## src/verilog/nand_host_regs.svh

```systemverilog
// timing counts and command codes of the flash host sequencer
// assumes a single system clock whose rate is given in MHz below
`ifndef NAND_HOST_REGS_SVH
`define NAND_HOST_REGS_SVH

`define NF_CLK_MHZ          20
// longest times in us, exact whole cycles at this rate
`define NF_CYC_US(us)       ((us) * `NF_CLK_MHZ)
// least times in ns, rounded up to whole cycles
`define NF_CYC_NS(ns)       (((ns) * `NF_CLK_MHZ + 999) / 1000)

`define NF_T_RST_READY_US   5
`define NF_T_RST_READ_US    5
`define NF_T_RST_PROG_US    10
`define NF_T_RST_ERASE_US   500
`define NF_T_PROG_US        700
`define NF_T_CACHE_SHORT_US 10
`define NF_T_CACHE_LONG_US  700
`define NF_T_ARRAY_READ_US  25
`define NF_T_READ_CACHE_US  25
`define NF_T_PAGE_COPY_US   30
`define NF_T_WB_NS          100
`define NF_T_WHR_NS         60

`define NF_PARTIAL_MAX      3'h4
`define NF_STAT_READY_BIT   6

`define NF_C_READ           8'h00
`define NF_C_READ_GO        8'h30
`define NF_C_DATA_IN        8'h80
`define NF_C_PROG_GO        8'h10
`define NF_C_CACHE_SHORT    8'h11
`define NF_C_CACHE_LONG     8'h15
`define NF_C_READ_CACHE     8'h31
`define NF_C_READ_CACHE_END 8'h3F
`define NF_C_PAGE_COPY      8'h3A
`define NF_C_STATUS         8'h70
`define NF_C_RESET          8'hFF

`endif
```

## src/verilog/nand_host_pkg.sv

```systemverilog
// types shared by the flash host sequencer and its users
// assumes nothing beyond a SystemVerilog compiler
package nand_host_pkg;

	typedef enum logic [2:0] {
		OP_READ        = 3'b000,
		OP_PROG        = 3'b001,
		OP_CACHE_LONG  = 3'b010,
		OP_CACHE_SHORT = 3'b011,
		OP_READ_CACHE  = 3'b100,
		OP_READ_LAST   = 3'b101,
		OP_PAGE_COPY   = 3'b110,
		OP_STATUS      = 3'b111
	} op_e;

	typedef enum logic [1:0] {
		DEV_READY = 2'b00,
		DEV_READ  = 2'b01,
		DEV_PROG  = 2'b10,
		DEV_ERASE = 2'b11
	} dev_e;

	typedef enum logic [3:0] {
		S_IDLE = 4'h0,
		S_WRDY = 4'h1,
		S_CMD1 = 4'h2,
		S_ADDR = 4'h3,
		S_DIN  = 4'h4,
		S_CMD2 = 4'h5,
		S_WB   = 4'h6,
		S_BUSY = 4'h7,
		S_GAP  = 4'h8,
		S_RD   = 4'h9,
		S_DONE = 4'hA
	} state_e;

	typedef struct packed {
		logic        is_reset;
		op_e         op;
		logic [39:0] addr;
		logic [11:0] len;
	} cmd_s;

	typedef struct packed {
		logic       timeout;
		logic       refused;
		logic [7:0] status;
	} result_s;

	typedef struct packed {
		logic       ce_n;
		logic       cle;
		logic       ale;
		logic       we_n;
		logic       read_strobe_n;
		logic       wp_n;
		logic [7:0] io_out;
		logic       io_oe;
	} pins_s;

endpackage

```

## src/verilog/nand_host.sv

```systemverilog
// host sequencer driving an asynchronous nand flash through its strobes
// assumes a pulled-up ready/busy line and the io wire resolved outside
//
// What this block does
// - a page is programmed no more than four times in a row; a program to another page restarts the count
// - cached programming is ended by 80h then confirm 10h
// - after a 15h ending poll status bit 6 then issue FFh
// - host never drives io while the device drives read data
// - cache program is 80h ... 15h (long) or 80h ... 11h (short), plain program is 80h ... 10h
`timescale 1ns/1ps
`include "nand_host_regs.svh"

module nand_host #(
	parameter int T_RST_ERASE_CYC = `NF_CYC_US(`NF_T_RST_ERASE_US),
	parameter int T_PROG_CYC      = `NF_CYC_US(`NF_T_PROG_US),
	parameter int T_CACHE_CYC     = `NF_CYC_US(`NF_T_CACHE_LONG_US)
) (
	input  wire logic                  mclk,
	input  wire logic                  rst,
	input  wire logic                  cmd_valid,
	output logic                       cmd_ready,
	input  wire nand_host_pkg::cmd_s   cmd_in,
	input  wire logic                  wr_valid,
	output logic                       wr_ready,
	input  wire logic [7:0]            wr_data,
	output logic                       rd_valid,
	output logic [7:0]                 rd_data,
	output logic                       done,
	output nand_host_pkg::result_s     result,
	output nand_host_pkg::pins_s       pins,
	input  wire logic [7:0]            io_in,
	input  wire logic                  ready_busy_n
);

	localparam logic [15:0] L_WB    = 16'(`NF_CYC_NS(`NF_T_WB_NS));
	localparam logic [15:0] L_WHR   = 16'(`NF_CYC_NS(`NF_T_WHR_NS));
	// busy edge must pass the three-stage synchroniser before busy is judged
	localparam logic [15:0] L_WBS   = L_WB + 16'h0003;
	localparam logic [15:0] L_RST_Y = 16'(`NF_CYC_US(`NF_T_RST_READY_US));
	localparam logic [15:0] L_RST_R = 16'(`NF_CYC_US(`NF_T_RST_READ_US));
	localparam logic [15:0] L_RST_P = 16'(`NF_CYC_US(`NF_T_RST_PROG_US));
	localparam logic [15:0] L_RST_E = 16'(T_RST_ERASE_CYC);
	localparam logic [15:0] L_PROG  = 16'(T_PROG_CYC);
	localparam logic [15:0] L_CL    = 16'(T_CACHE_CYC);
	localparam logic [15:0] L_CS    = 16'(`NF_CYC_US(`NF_T_CACHE_SHORT_US));
	localparam logic [15:0] L_AR    = 16'(`NF_CYC_US(`NF_T_ARRAY_READ_US));
	localparam logic [15:0] L_RC    = 16'(`NF_CYC_US(`NF_T_READ_CACHE_US));
	localparam logic [15:0] L_PC    = 16'(`NF_CYC_US(`NF_T_PAGE_COPY_US));

	////////////////////////////////////////////////////////////////
	// command decoding

	function automatic logic [7:0] code1(input nand_host_pkg::cmd_s c);
		if (c.is_reset)
			return `NF_C_RESET;
		case (c.op)
			nand_host_pkg::OP_READ_CACHE: return `NF_C_READ_CACHE;
			nand_host_pkg::OP_READ_LAST:  return `NF_C_READ_CACHE_END;
			nand_host_pkg::OP_STATUS:     return `NF_C_STATUS;
			nand_host_pkg::OP_PROG,
			nand_host_pkg::OP_CACHE_LONG,
			nand_host_pkg::OP_CACHE_SHORT: return `NF_C_DATA_IN;
			default:                      return `NF_C_READ;
		endcase
	endfunction

	function automatic logic [7:0] code2(input nand_host_pkg::op_e o);
		case (o)
			nand_host_pkg::OP_PROG:        return `NF_C_PROG_GO;
			nand_host_pkg::OP_CACHE_LONG:  return `NF_C_CACHE_LONG;
			nand_host_pkg::OP_CACHE_SHORT: return `NF_C_CACHE_SHORT;
			nand_host_pkg::OP_PAGE_COPY:   return `NF_C_PAGE_COPY;
			default:                       return `NF_C_READ_GO;
		endcase
	endfunction

	function automatic logic is_prog(input nand_host_pkg::op_e o);
		return o == nand_host_pkg::OP_PROG || o == nand_host_pkg::OP_CACHE_LONG ||
			o == nand_host_pkg::OP_CACHE_SHORT;
	endfunction

	function automatic logic has_addr(input nand_host_pkg::cmd_s c);
		return !c.is_reset && (is_prog(c.op) || c.op == nand_host_pkg::OP_READ ||
			c.op == nand_host_pkg::OP_PAGE_COPY);
	endfunction

	function automatic logic has_rd(input nand_host_pkg::cmd_s c);
		return !c.is_reset && !is_prog(c.op);
	endfunction

	function automatic logic [15:0] busy_lim(input nand_host_pkg::cmd_s c, input nand_host_pkg::dev_e d);
		if (c.is_reset) begin
			case (d)
				nand_host_pkg::DEV_READ:  return L_RST_R;
				nand_host_pkg::DEV_PROG:  return L_RST_P;
				nand_host_pkg::DEV_ERASE: return L_RST_E;
				default:                  return L_RST_Y;
			endcase
		end
		case (c.op)
			nand_host_pkg::OP_PROG:        return L_PROG;
			nand_host_pkg::OP_CACHE_LONG:  return L_CL;
			nand_host_pkg::OP_CACHE_SHORT: return L_CS;
			nand_host_pkg::OP_READ_CACHE,
			nand_host_pkg::OP_READ_LAST:   return L_RC;
			nand_host_pkg::OP_PAGE_COPY:   return L_PC;
			default:                       return L_AR;
		endcase
	endfunction

	////////////////////////////////////////////////////////////////
	// state

	nand_host_pkg::state_e  st_r, st_nxt;
	nand_host_pkg::cmd_s    cmd_r, cmd_nxt;
	nand_host_pkg::result_s res_r, res_nxt;
	nand_host_pkg::pins_s   pin_r, pin_nxt;
	nand_host_pkg::dev_e    dev_r, dev_nxt;
	logic                   ph_r, ph_nxt;
	logic [11:0]            cnt_r, cnt_nxt;
	logic [2:0]             ab_r, ab_nxt;
	logic [15:0]            tmr_r, tmr_nxt;
	logic [7:0]             rdd_r, rdd_nxt;
	logic                   rdv_r, rdv_nxt;
	logic                   done_r, done_nxt;
	logic                   copen_r, copen_nxt;
	logic                   recov_r, recov_nxt;
	logic [23:0]            pg_r, pg_nxt;
	logic [2:0]             pcnt_r, pcnt_nxt;
	logic [2:0]             rbs_r, rbs_nxt;
	logic                   rdy_r, rdy_nxt;
	logic                   need_recov;

	assign rd_valid = rdv_r;
	assign rd_data  = rdd_r;
	assign done     = done_r;
	assign result   = res_r;
	assign pins     = pin_r;

	// open 15h ending must be closed first
	assign need_recov = copen_r && !(cmd_in.op == nand_host_pkg::OP_CACHE_LONG ||
		cmd_in.op == nand_host_pkg::OP_CACHE_SHORT || cmd_in.op == nand_host_pkg::OP_PROG || cmd_in.is_reset);

	////////////////////////////////////////////////////////////////
	// sequencer

	always_comb begin
		st_nxt     = st_r;
		cmd_nxt    = cmd_r;
		res_nxt    = res_r;
		dev_nxt    = dev_r;
		ph_nxt     = ph_r;
		cnt_nxt    = cnt_r;
		ab_nxt     = ab_r;
		tmr_nxt    = tmr_r;
		rdd_nxt    = rdd_r;
		rdv_nxt    = 1'b0;
		done_nxt   = 1'b0;
		copen_nxt  = copen_r;
		recov_nxt  = recov_r;
		pg_nxt     = pg_r;
		pcnt_nxt   = pcnt_r;
		cmd_ready  = 1'b0;
		wr_ready   = 1'b0;
		// ready level counts when two stages agree
		rbs_nxt    = {rbs_r[1:0], ready_busy_n};
		rdy_nxt    = (rbs_r[1] == rbs_r[2]) ? rbs_r[2] : rdy_r;
		pin_nxt    = pin_r;
		pin_nxt.ce_n          = 1'b0;
		pin_nxt.cle           = 1'b0;
		pin_nxt.ale           = 1'b0;
		pin_nxt.we_n          = 1'b1;
		pin_nxt.read_strobe_n = 1'b1;
		pin_nxt.wp_n          = 1'b1;
		// io driven only in write phases
		pin_nxt.io_oe         = 1'b0;
		case (st_r)
			nand_host_pkg::S_IDLE: begin
				pin_nxt.ce_n = 1'b1;
				ph_nxt  = 1'b0;
				ab_nxt  = 3'h0;
				tmr_nxt = 16'h0000;
				if (cmd_valid && need_recov) begin
					// poll status before the next operation
					recov_nxt   = 1'b1;
					cmd_nxt     = '0;
					cmd_nxt.op  = nand_host_pkg::OP_STATUS;
					cnt_nxt     = 12'h001;
					st_nxt      = nand_host_pkg::S_CMD1;
				end else if (cmd_valid) begin
					cmd_ready = 1'b1;
					cmd_nxt   = cmd_in;
					res_nxt   = '0;
					cnt_nxt   = (cmd_in.op == nand_host_pkg::OP_STATUS) ? 12'h001 : cmd_in.len;
					// wait ready except for status or reset
					st_nxt    = (cmd_in.is_reset || cmd_in.op == nand_host_pkg::OP_STATUS) ?
						nand_host_pkg::S_CMD1 : nand_host_pkg::S_WRDY;
					if (!cmd_in.is_reset && is_prog(cmd_in.op)) begin
						if (cmd_in.addr[39:16] == pg_r && pcnt_r == `NF_PARTIAL_MAX) begin
							res_nxt.refused = 1'b1;
							st_nxt = nand_host_pkg::S_DONE;
						end else begin
							pg_nxt   = cmd_in.addr[39:16];
							pcnt_nxt = (cmd_in.addr[39:16] == pg_r) ? pcnt_r + 3'h1 : 3'h1;
							copen_nxt = (cmd_in.op == nand_host_pkg::OP_CACHE_LONG);
							dev_nxt   = nand_host_pkg::DEV_PROG;
						end
					end else if (!cmd_in.is_reset && cmd_in.op != nand_host_pkg::OP_STATUS) begin
						dev_nxt = nand_host_pkg::DEV_READ;
					end
				end
			end
			nand_host_pkg::S_WRDY: begin
				if (rdy_r)
					st_nxt = nand_host_pkg::S_CMD1;
			end
			nand_host_pkg::S_CMD1: begin
				pin_nxt.cle    = 1'b1;
				pin_nxt.io_oe  = 1'b1;
				pin_nxt.io_out = code1(cmd_r);
				pin_nxt.we_n   = ph_r;
				ph_nxt = !ph_r;
				if (ph_r) begin
					if (has_addr(cmd_r))
						st_nxt = nand_host_pkg::S_ADDR;
					else if (!cmd_r.is_reset && cmd_r.op == nand_host_pkg::OP_STATUS)
						st_nxt = nand_host_pkg::S_GAP;
					else
						st_nxt = nand_host_pkg::S_WB;
				end
			end
			nand_host_pkg::S_ADDR: begin
				pin_nxt.ale    = 1'b1;
				pin_nxt.io_oe  = 1'b1;
				pin_nxt.io_out = cmd_r.addr[{ab_r, 3'b000} +: 8];
				pin_nxt.we_n   = ph_r;
				ph_nxt = !ph_r;
				if (ph_r) begin
					ab_nxt = ab_r + 3'h1;
					if (ab_r == 3'h4)
						st_nxt = (is_prog(cmd_r.op) && cnt_r != 12'h000) ? nand_host_pkg::S_DIN : nand_host_pkg::S_CMD2;
				end
			end
			nand_host_pkg::S_DIN: begin
				pin_nxt.io_oe = 1'b1;
				if (!ph_r) begin
					wr_ready = 1'b1;
					if (wr_valid) begin
						pin_nxt.io_out = wr_data;
						pin_nxt.we_n   = 1'b0;
						ph_nxt = 1'b1;
					end
				end else begin
					ph_nxt  = 1'b0;
					cnt_nxt = cnt_r - 12'h001;
					if (cnt_r == 12'h001)
						st_nxt = nand_host_pkg::S_CMD2;
				end
			end
			nand_host_pkg::S_CMD2: begin
				pin_nxt.cle    = 1'b1;
				pin_nxt.io_oe  = 1'b1;
				pin_nxt.io_out = code2(cmd_r.op);
				pin_nxt.we_n   = ph_r;
				ph_nxt = !ph_r;
				if (ph_r)
					st_nxt = nand_host_pkg::S_WB;
			end
			nand_host_pkg::S_WB: begin
				tmr_nxt = tmr_r + 16'h0001;
				if (tmr_r == L_WBS) begin
					tmr_nxt = 16'h0000;
					st_nxt  = nand_host_pkg::S_BUSY;
				end
			end
			nand_host_pkg::S_BUSY: begin
				tmr_nxt = tmr_r + 16'h0001;
				if (rdy_r) begin
					dev_nxt = nand_host_pkg::DEV_READY;
					tmr_nxt = 16'h0000;
					if (cmd_r.is_reset)
						copen_nxt = 1'b0;
					st_nxt  = (has_rd(cmd_r) && cnt_r != 12'h000) ? nand_host_pkg::S_GAP : nand_host_pkg::S_DONE;
				end else if (tmr_r == busy_lim(cmd_r, dev_r)) begin
					res_nxt.timeout = 1'b1;
					st_nxt = nand_host_pkg::S_DONE;
				end
			end
			nand_host_pkg::S_GAP: begin
				tmr_nxt = tmr_r + 16'h0001;
				ph_nxt  = 1'b0;
				if (tmr_r == L_WHR)
					st_nxt = nand_host_pkg::S_RD;
			end
			nand_host_pkg::S_RD: begin
				// strobe high a full cycle, capture while low
				pin_nxt.read_strobe_n = ph_r;
				ph_nxt = !ph_r;
				if (ph_r) begin
					cnt_nxt = cnt_r - 12'h001;
					if (cmd_r.op == nand_host_pkg::OP_STATUS) begin
						res_nxt.status = io_in;
					end else begin
						rdd_nxt = io_in;
						rdv_nxt = 1'b1;
					end
					if (cnt_r == 12'h001)
						st_nxt = nand_host_pkg::S_DONE;
				end
			end
			nand_host_pkg::S_DONE: begin
				// ce rise ends any extended output drive
				pin_nxt.ce_n = 1'b1;
				ph_nxt  = 1'b0;
				tmr_nxt = 16'h0000;
				st_nxt  = nand_host_pkg::S_IDLE;
				if (!recov_r) begin
					done_nxt = 1'b1;
				end else if (cmd_r.is_reset) begin
					recov_nxt = 1'b0;
				end else begin
					// bit 6 ready then reset, else poll again
					if (res_r.status[`NF_STAT_READY_BIT])
						cmd_nxt.is_reset = 1'b1;
					cnt_nxt = 12'h001;
					st_nxt  = nand_host_pkg::S_CMD1;
				end
			end
			default: st_nxt = nand_host_pkg::S_IDLE;
		endcase
	end

	always_ff @(posedge mclk or posedge rst) begin
		if (rst) begin
			st_r    <= nand_host_pkg::S_IDLE;
			cmd_r   <= '0;
			res_r   <= '0;
			dev_r   <= nand_host_pkg::DEV_READY;
			pin_r   <= '{ce_n: 1'b1, cle: 1'b0, ale: 1'b0, we_n: 1'b1, read_strobe_n: 1'b1,
				wp_n: 1'b0, io_out: 8'h00, io_oe: 1'b0};
			ph_r    <= 1'b0;
			cnt_r   <= 12'h000;
			ab_r    <= 3'h0;
			tmr_r   <= 16'h0000;
			rdd_r   <= 8'h00;
			rdv_r   <= 1'b0;
			done_r  <= 1'b0;
			copen_r <= 1'b0;
			recov_r <= 1'b0;
			pg_r    <= 24'hFFFFFF;
			pcnt_r  <= 3'h0;
			rbs_r   <= 3'h0;
			rdy_r   <= 1'b0;
		end else begin
			st_r    <= st_nxt;
			cmd_r   <= cmd_nxt;
			res_r   <= res_nxt;
			dev_r   <= dev_nxt;
			pin_r   <= pin_nxt;
			ph_r    <= ph_nxt;
			cnt_r   <= cnt_nxt;
			ab_r    <= ab_nxt;
			tmr_r   <= tmr_nxt;
			rdd_r   <= rdd_nxt;
			rdv_r   <= rdv_nxt;
			done_r  <= done_nxt;
			copen_r <= copen_nxt;
			recov_r <= recov_nxt;
			pg_r    <= pg_nxt;
			pcnt_r  <= pcnt_nxt;
			rbs_r   <= rbs_nxt;
			rdy_r   <= rdy_nxt;
		end
	end

endmodule

```

## config.mk

```make
export PLATFORM = sky130hd
export DESIGN_NAME = nand_host
export DESIGN_NICKNAME = d
export VERILOG_FILES = /design/src/verilog/nand_host_pkg.sv /design/src/verilog/nand_host.sv
export VERILOG_INCLUDE_DIRS = /design/src /design/src/verilog
export SDC_FILE = /design/constraint.sdc
export NUM_CORES = 1
export LEC_CHECK = 0
export BUFFER_PORTS_ARGS = -buffer_cell sky130_fd_sc_hd__buf_4
export CAP_MARGIN = 20
export CELL_PAD_IN_SITES_DETAIL_PLACEMENT = 0
export CELL_PAD_IN_SITES_GLOBAL_PLACEMENT = 2
export CORE_MARGIN = 2
export CORE_UTILIZATION = 30
export DETAILED_ROUTE_END_ITERATION = 7
export PLACE_DENSITY_LB_ADDON = 0.1
export SYNTH_ARGS = -nofsm -noshare
export SYNTH_HDL_FRONTEND = slang
export SYNTH_SLANG_ARGS = --single-unit
```

## constraint.sdc

```tcl
create_clock -name mclk -period 15.7 [get_ports mclk]
set_clock_uncertainty 0.15 [all_clocks]
set_input_delay 3.925 -clock mclk [delete_from_list [all_inputs] [get_ports mclk]]
set_output_delay 3.925 -clock mclk [all_outputs]
set_load 0.005 [all_outputs]
```

==> results.md, run 1 <==
• result of the run: complete, no violations
• worst slew margin relative to its limit: 39.8%
• Largest stage delay, worst path: 0.63 ns
• via count: 6,342
• type of the tightest min-delay check: flop to flop
• final antenna-violating net count: 0
• type of the worst setup path: input port to output port
• CTS resizes: 0
• CP cell instances: buf_4 > o21bai_1 > nand2_1 > nand2_2 > inv_2 > buf_4
• RSZ-0062 raised after global routing: no
• count of flip-flops with a built-in enable after synthesis: 0
• synthesized net count: 861
• nets: 955
• crit-path most repeated cell: buf_4
• Max Freq: 0.105 GHz
• Routed WL per cell: 18.9 um
• first-pass GRT wire length: 36,700 um
• wirelength, routed: 22,900 um
• share of the synthesized area in the top cell type: 38.3%
• post-placement cell area: 9060 um^2
• critical hold path startpoint: rbs_r[0]
• number of maximum-capacitance constraint violations: 0
• initial core utilization: 30.7%
• remaining design rule violation count: 0
• required time of the critical path: 11.63 ns
• startpoint of the most critical register-to-register path: st_r[0]
• buffer type at the clock tree root: clkbuf_16
• hold buffer count at cts: 0
• crit path capture: cmd_ready
• ys async rst share: 100%
• Layout Cell Area excl Fill: 9680 um^2
• fin crit share: 60.4%
• initial antenna violation count: 0
• reg2reg path depth: 6
• Post-Layout Cell Count: 1,215
• post-synth top area cell: dfrtp_1
• biggest area contributors in the synthesized netlist: dfrtp_1 (38%), dfstp_2 (8.8%), a22o_1 (5.7%)
• worst slack on hold paths: 0.201 ns
• share of final-layout standard cells stronger than drive strength 1: 24.8%
• overflow left after global routing: 0
• instance count after placement with tap cells included: 1,183
• Buf/Inv on CP: 3
• terminus of the critical flop-to-flop path: result[2]
• total number of cells along the worst setup path: 6
• portion of the post-synthesis area used by sequential elements: 47.1%
• most used standard cell by instance count after synthesis: dfrtp_1
• pin slew with the least headroom to its limit: 0.896 ns
• total clock buffers created by CTS: 17
• CTS clock-pin slew for the worst setup and hold paths: 0.06 ns
• diode count: 0
• worst ir drop on vdd: 0.0000658 V
• Crit. Startpoint: cmd_in[54]
• H-Tree Level Count: 4
• setup bufs post-CTS: 0
• warnings from Yosys: 0
• final max-slew violation count: 0
• distinct cell type count of the synthesized netlist: 86
• top-level I/O count: 114
• synthesized area per cell: 10.4 um^2
• fin util: 36.9%
• Post-Synthesis Cell Area: 8040 um^2
• clock tree from TritonCTS: yes
• worst-case setup slack after placement: 6.24 ns
• post-DR vias/cell: 5.22
• static power due to leakage: 4.16 nW
• placeable core area: 26,200 um^2
• cell type group with the largest total delay on the critical path: buffers and inverters
• Chip Height: 168 um
• via count of the first global-routing pass: 6,379
• setup violators final: 0
• buffers added on ports: 113
• Startpoint Class: input port
• Hold Violations, Final: 0
• flop2flop setup slack: 12.19 ns
• hpwl dp: 16,400 um
• total negative slack for setup checks: 0 ns
• cell at the slowest stage of the critical path: inv_2
• power density relative to cell area: 190 nW/um^2
• top post-synthesis cells by count: dfrtp_1 (123), nor2_1 (74), nand2_1 (67), a22o_1 (52), o21ai_0 (42)
• x dimension of the die: 168 um
• number of buffers on the longest clock path: 2
• pin count of the biggest net entering global routing: 86
• Synth Register Bits: 150
• Worst Path Max Fanout: 45
• worst skew pair latency: 0.44 ns
• Layout Area Growth over Synthesis: 20.4%
• Std-Cell Rows: 59
• die footprint: 28,100 um^2
• Power, Total: 1.84 mW
• Worst Path Arrival: 5.41 ns
• Detailed Route Iter0 Violations: 356
• clock period minus final worst setup slack: 9.48 ns
• endpoint type of the worst setup path: output port
• CTS sink cnt: 150
• overall fraction of global-route tracks in use: 16.7%
• final estimated routing congestion in global placement: 0.802
• first drt pass iteration count: 5
• number of cells produced by synthesis: 773
• main flop type after synthesis: dfrtp_1
• setup slack after layout: 6.22 ns
==> power by group <==
| part | leakage [nW] | switching (mW) | internal, mW | total, mW |
|---|---|---|---|---|
| logic | 2.04 | 0.369 | 0.332 | 0.701 |
| registers | 1.82 | 0.157 | 0.548 | 0.704 |
| clock network | 0.302 | 0.190 | 0.243 | 0.434 |
==> state kept, by name, indices dropped and copies added (netlist names) <==
register / count
cnt_r: 12
pins: 15
copen_r: 1
cmd_r: 44
rbs_r: 3
rd_data: 8
tmr_r: 16
rd_valid: 1
result: 10
ab_r: 3
pg_r: 24
recov_r: 1
dev_r: 2
ph_r: 1
done: 1
st_r: 4
pcnt_r: 3
rdy_r: 1
==> metal layers <==
metal / global-route usage, % / wire length, um
met1: 22.3 / 10500
met2: 27.6 / 11300
met3: 3.29 / 882
met4: 4.61 / 241
met5: 0 / 0
==> worst register-to-register path: cells and delay by family, from the launching register on <==
| family | cells | cell delay [ns] |
|---|---|---|
| buffers and inverters | 1 | 0.63 |
| AOI/OAI and AO/OA | 2 | 0.81 |
| and+or+nand+nor | 3 | 1.11 |
| DFF | 1 | 0.69 |
==> layout make-up <==
type | count | area, um^2
flip-flops and latches | 150 | 3790
multi-input cells | 556 | 3860
clock buffers | 18 | 429
inverters | 21 | 83.8
well taps | 335 | 419
repair buffers | 121 | 908
clock inverters | 14 | 185
fillers | 2601 | 16500
==> worst min path at each step <==
stage,endpoint,slack [ns],depth (start not counted)
CTS,rbs_r[1],0.20,0
finish,rbs_r[1],0.20,0
floorplan,rbs_r[1],0.18,0
global route,rbs_r[1],0.21,0
detailed placement,rbs_r[1],0.19,0
global placement,rbs_r[1],0.19,0
==> cell families after synthesis <==
family	count (synthesis)	share of synthesized area [%]
AOI/OAI and AO/OA	217	19.3
xor gates and xnor gates	42	4.58
adders and majority gates	12	1.84
buffers and inverters	67	4.78
DFF	150	47.1
muxes	41	6.80
other	1	0.0467
and+or+nand+nor	243	15.5
==> layout by cell type, fill, tap and decap left out, types with 17 or more instances in the layout <==
| cell type | netlist | layout |
|---|---|---|
| nor2_1 | 74 | 74 |
| nand2_1 | 67 | 67 |
| dfrtp_1 | 123 | 123 |
| o21ai_0 | 42 | 42 |
| nand3_1 | 17 | 17 |
| nor3_1 | 19 | 19 |
| a21oi_1 | 38 | 38 |
| clkbuf_16 | 0 | 17 |
| xnor2_1 | 32 | 32 |
| a22o_1 | 52 | 52 |
| mux2_1 | 27 | 27 |
| dfstp_2 | 27 | 27 |
| buf_4 | 2 | 121 |
(Power assumes the default switching activity.)
==> inputs of run 2 (changes only) <==
clock period = 8.3 ns   (was 15.7 ns; I/O delays follow)
==> results.md, run 2 (synthesized netlist as in run 1, its figures left out) <==
• result of the run: complete, no violations
• NetSw: 1.35 mW, +89%
• Routed WL per cell: 18.8 um, -0.53%
• Hold Violations, Final: 0, unchanged
• worst skew pair latency: 0.43 ns, about the same
• post-DR vias/cell: 5.17, -0.93%
• power density relative to cell area: 357 nW/um^2, +88%
• worst ir drop on vdd: 0.000174 V, +160%
• critical hold path startpoint: rbs_r[0]
• setup violators final: 0, unchanged
• top-level I/O count: 114, unchanged
• buffer type at the clock tree root: clkbuf_16
• initial antenna violation count: 0, unchanged
• die footprint: 28,100 um^2, unchanged
• Regs by FF count: cmd_r x44, pg_r x24, tmr_r x16
• via count of the first global-routing pass: 6,396, +0.27%
• pin count of the biggest net entering global routing: 92, +7.0%
• Max Freq: 0.174 GHz
• buffers added on ports: 113, unchanged
• Worst Path Max Fanout: 45, unchanged
• crit path capture: cmd_ready
• most frequent cells in the layout: dfrtp_1 (123), buf_4 (121), nor2_1 (74)
• number of buffers on the longest clock path: 2, unchanged
• setup bufs post-CTS: 0, unchanged
• flop2flop setup slack: 4.86 ns, -7.33 ns
• overflow left after global routing: 0, unchanged
• clock period minus final worst setup slack: 5.75 ns
• pin slew with the least headroom to its limit: 0.896 ns, +0.000446 ns
• endpoint type of the worst setup path: output port
• first-pass GRT wire length: 36,500 um, -0.56%
• worst-case setup slack after placement: 2.55 ns, -3.69 ns
• final max-slew violation count: 0, unchanged
• Startpoint Class: input port
• CP cell instances: buf_4 > o21bai_1 > nand2_1 > nand2_2 > inv_2 > buf_4
• overall fraction of global-route tracks in use: 16.6%, -0.062 points
• crit-path most repeated cell: buf_4
• Layout Area Growth over Synthesis: 20.1%
• wirelength, routed: 22,800 um, -0.53%
• Power, Total: 3.44 mW, +87%
• first drt pass iteration count: 4, -1
• cell at the slowest stage of the critical path: inv_2
• initial core utilization: 30.7%, unchanged
• x dimension of the die: 168 um, unchanged
• nets: 955, unchanged
• CTS sink cnt: 150, unchanged
• Largest Register: cmd_r
• clock tree from TritonCTS: yes
• combinational power share: 38.3%, +0.2 points
• final antenna-violating net count: 0, unchanged
• relative contribution of the clock network to total power: 23.0%, -0.6 points
• CTS clock-pin slew for the worst setup and hold paths: 0.07 ns, about the same
• total negative slack for setup checks: 0 ns, unchanged
• reg2reg path depth: 6, unchanged
• part of the total power dissipated in sequential elements: 38.6%, +0.3 points
• Detailed Route Iter0 Violations: 394, +11%
• RSZ-0062 raised after global routing: no
• remaining design rule violation count: 0, unchanged
• Largest stage delay, worst path: 0.63 ns, about the same
• CTS resizes: 0, unchanged
• terminus of the critical flop-to-flop path: result[5]
• hold buffer count at cts: 0, unchanged
• share of final-layout standard cells stronger than drive strength 1: 24.8%, unchanged
• type of the worst setup path: input port to output port
• fin util: 36.8%, -0.086 points
• Chip Height: 168 um, unchanged
• startpoint of the most critical register-to-register path: st_r[0]
• fin crit share: 69.3%
• number of maximum-capacitance constraint violations: 0, unchanged
• required time of the critical path: 6.08 ns, -5.55 ns
• diode count: 0, unchanged
• static power due to leakage: 4.15 nW, -0.33%
• total clock buffers created by CTS: 17, unchanged
• placeable core area: 26,200 um^2, unchanged
• Layout Cell Area excl Fill: 9660 um^2, -0.23%
• number of flip-flops in the largest register: 44, unchanged
• Worst Path Arrival: 3.53 ns, -1.88 ns
• hpwl dp: 16,500 um, +0.70%
• final estimated routing congestion in global placement: 0.807, +0.59%
• Switching Fraction: 39.2%, +0.28 points
• via count: 6,283, -0.93%
• worst slew margin relative to its limit: 39.8%, about the same
• internal portion of total power: 2.09 mW, +86%
• H-Tree Level Count: 4, unchanged
• setup slack after layout: 2.55 ns, -3.67 ns
• post-placement cell area: 9060 um^2, unchanged
• Std-Cell Rows: 59, unchanged
• type of the tightest min-delay check: flop to flop
• commonest non-fill, non-tap cell in the layout: dfrtp_1
• Crit. Startpoint: cmd_in[54]
## run 2: cell count changes in the layout (fill, tap and decap cells not counted), sizes merged
cell	delta
clkinv	-1
bufinv	-1
inv	+1
clkinvlp	+1
## run 2: stage by stage
step,cells,hold WS (ns)
CTS,1215,0.208
global placement,1183,0.186
finish,1215,0.203
detailed placement,1183,0.192
floorplan,773,0.181
global route,1215,0.208
## run 2: layout make-up
| type | count | area [um^2] |
|---|---|---|
| timing repair buffer | 121 | 908 |
| tap | 335 | 419 |
| fill | 2614 | 16600 |
| clock inverter | 14 | 163 |
| sequential | 150 | 3790 |
| multi-input combinational | 556 | 3860 |
| inverter | 21 | 83.8 |
| clock buffer | 18 | 429 |
## run 2: worst min path at each step
| stage | endpoint | slack (ns) | cells after the start |
|---|---|---|---|
| after global routing | rbs_r[1] | 0.21 | 0 |
| final | rbs_r[1] | 0.20 | 0 |
| after CTS | rbs_r[1] | 0.21 | 0 |
| after detailed placement | rbs_r[1] | 0.19 | 0 |
| after global placement | rbs_r[1] | 0.19 | 0 |
| after floorplan | rbs_r[1] | 0.18 | 0 |
## run 2: worst max-delay path, delay by kind of cell
kind	cells	cell delay [ns]
compound gates	1	0.19
buf+inv	3	0.99
simple gates	2	0.25
## run 2: power groups by stage
| stage | combinational (mW) | sequential, mW | clock, mW |
|---|---|---|---|
| after detailed placement | 1.33 | 1.35 | 0 |
| after global routing | 1.47 | 1.37 | 0.848 |
| after global placement | 1.32 | 1.34 | 0 |
| after CTS | 1.34 | 1.33 | 0.815 |
| final | 1.32 | 1.33 | 0.794 |
| after floorplan | 1.08 | 1.19 | 0 |
## run 2: metal layers
metal | wire, um | up-vias | track usage [%]
li1 | - | 3003 | -
met1 | 10600 | 3137 | 22.0
met2 | 11200 | 122 | 27.7
met3 | 780 | 21 | 3.45
met4 | 301 | 0 | 4.31
met5 | 0 | - | 0
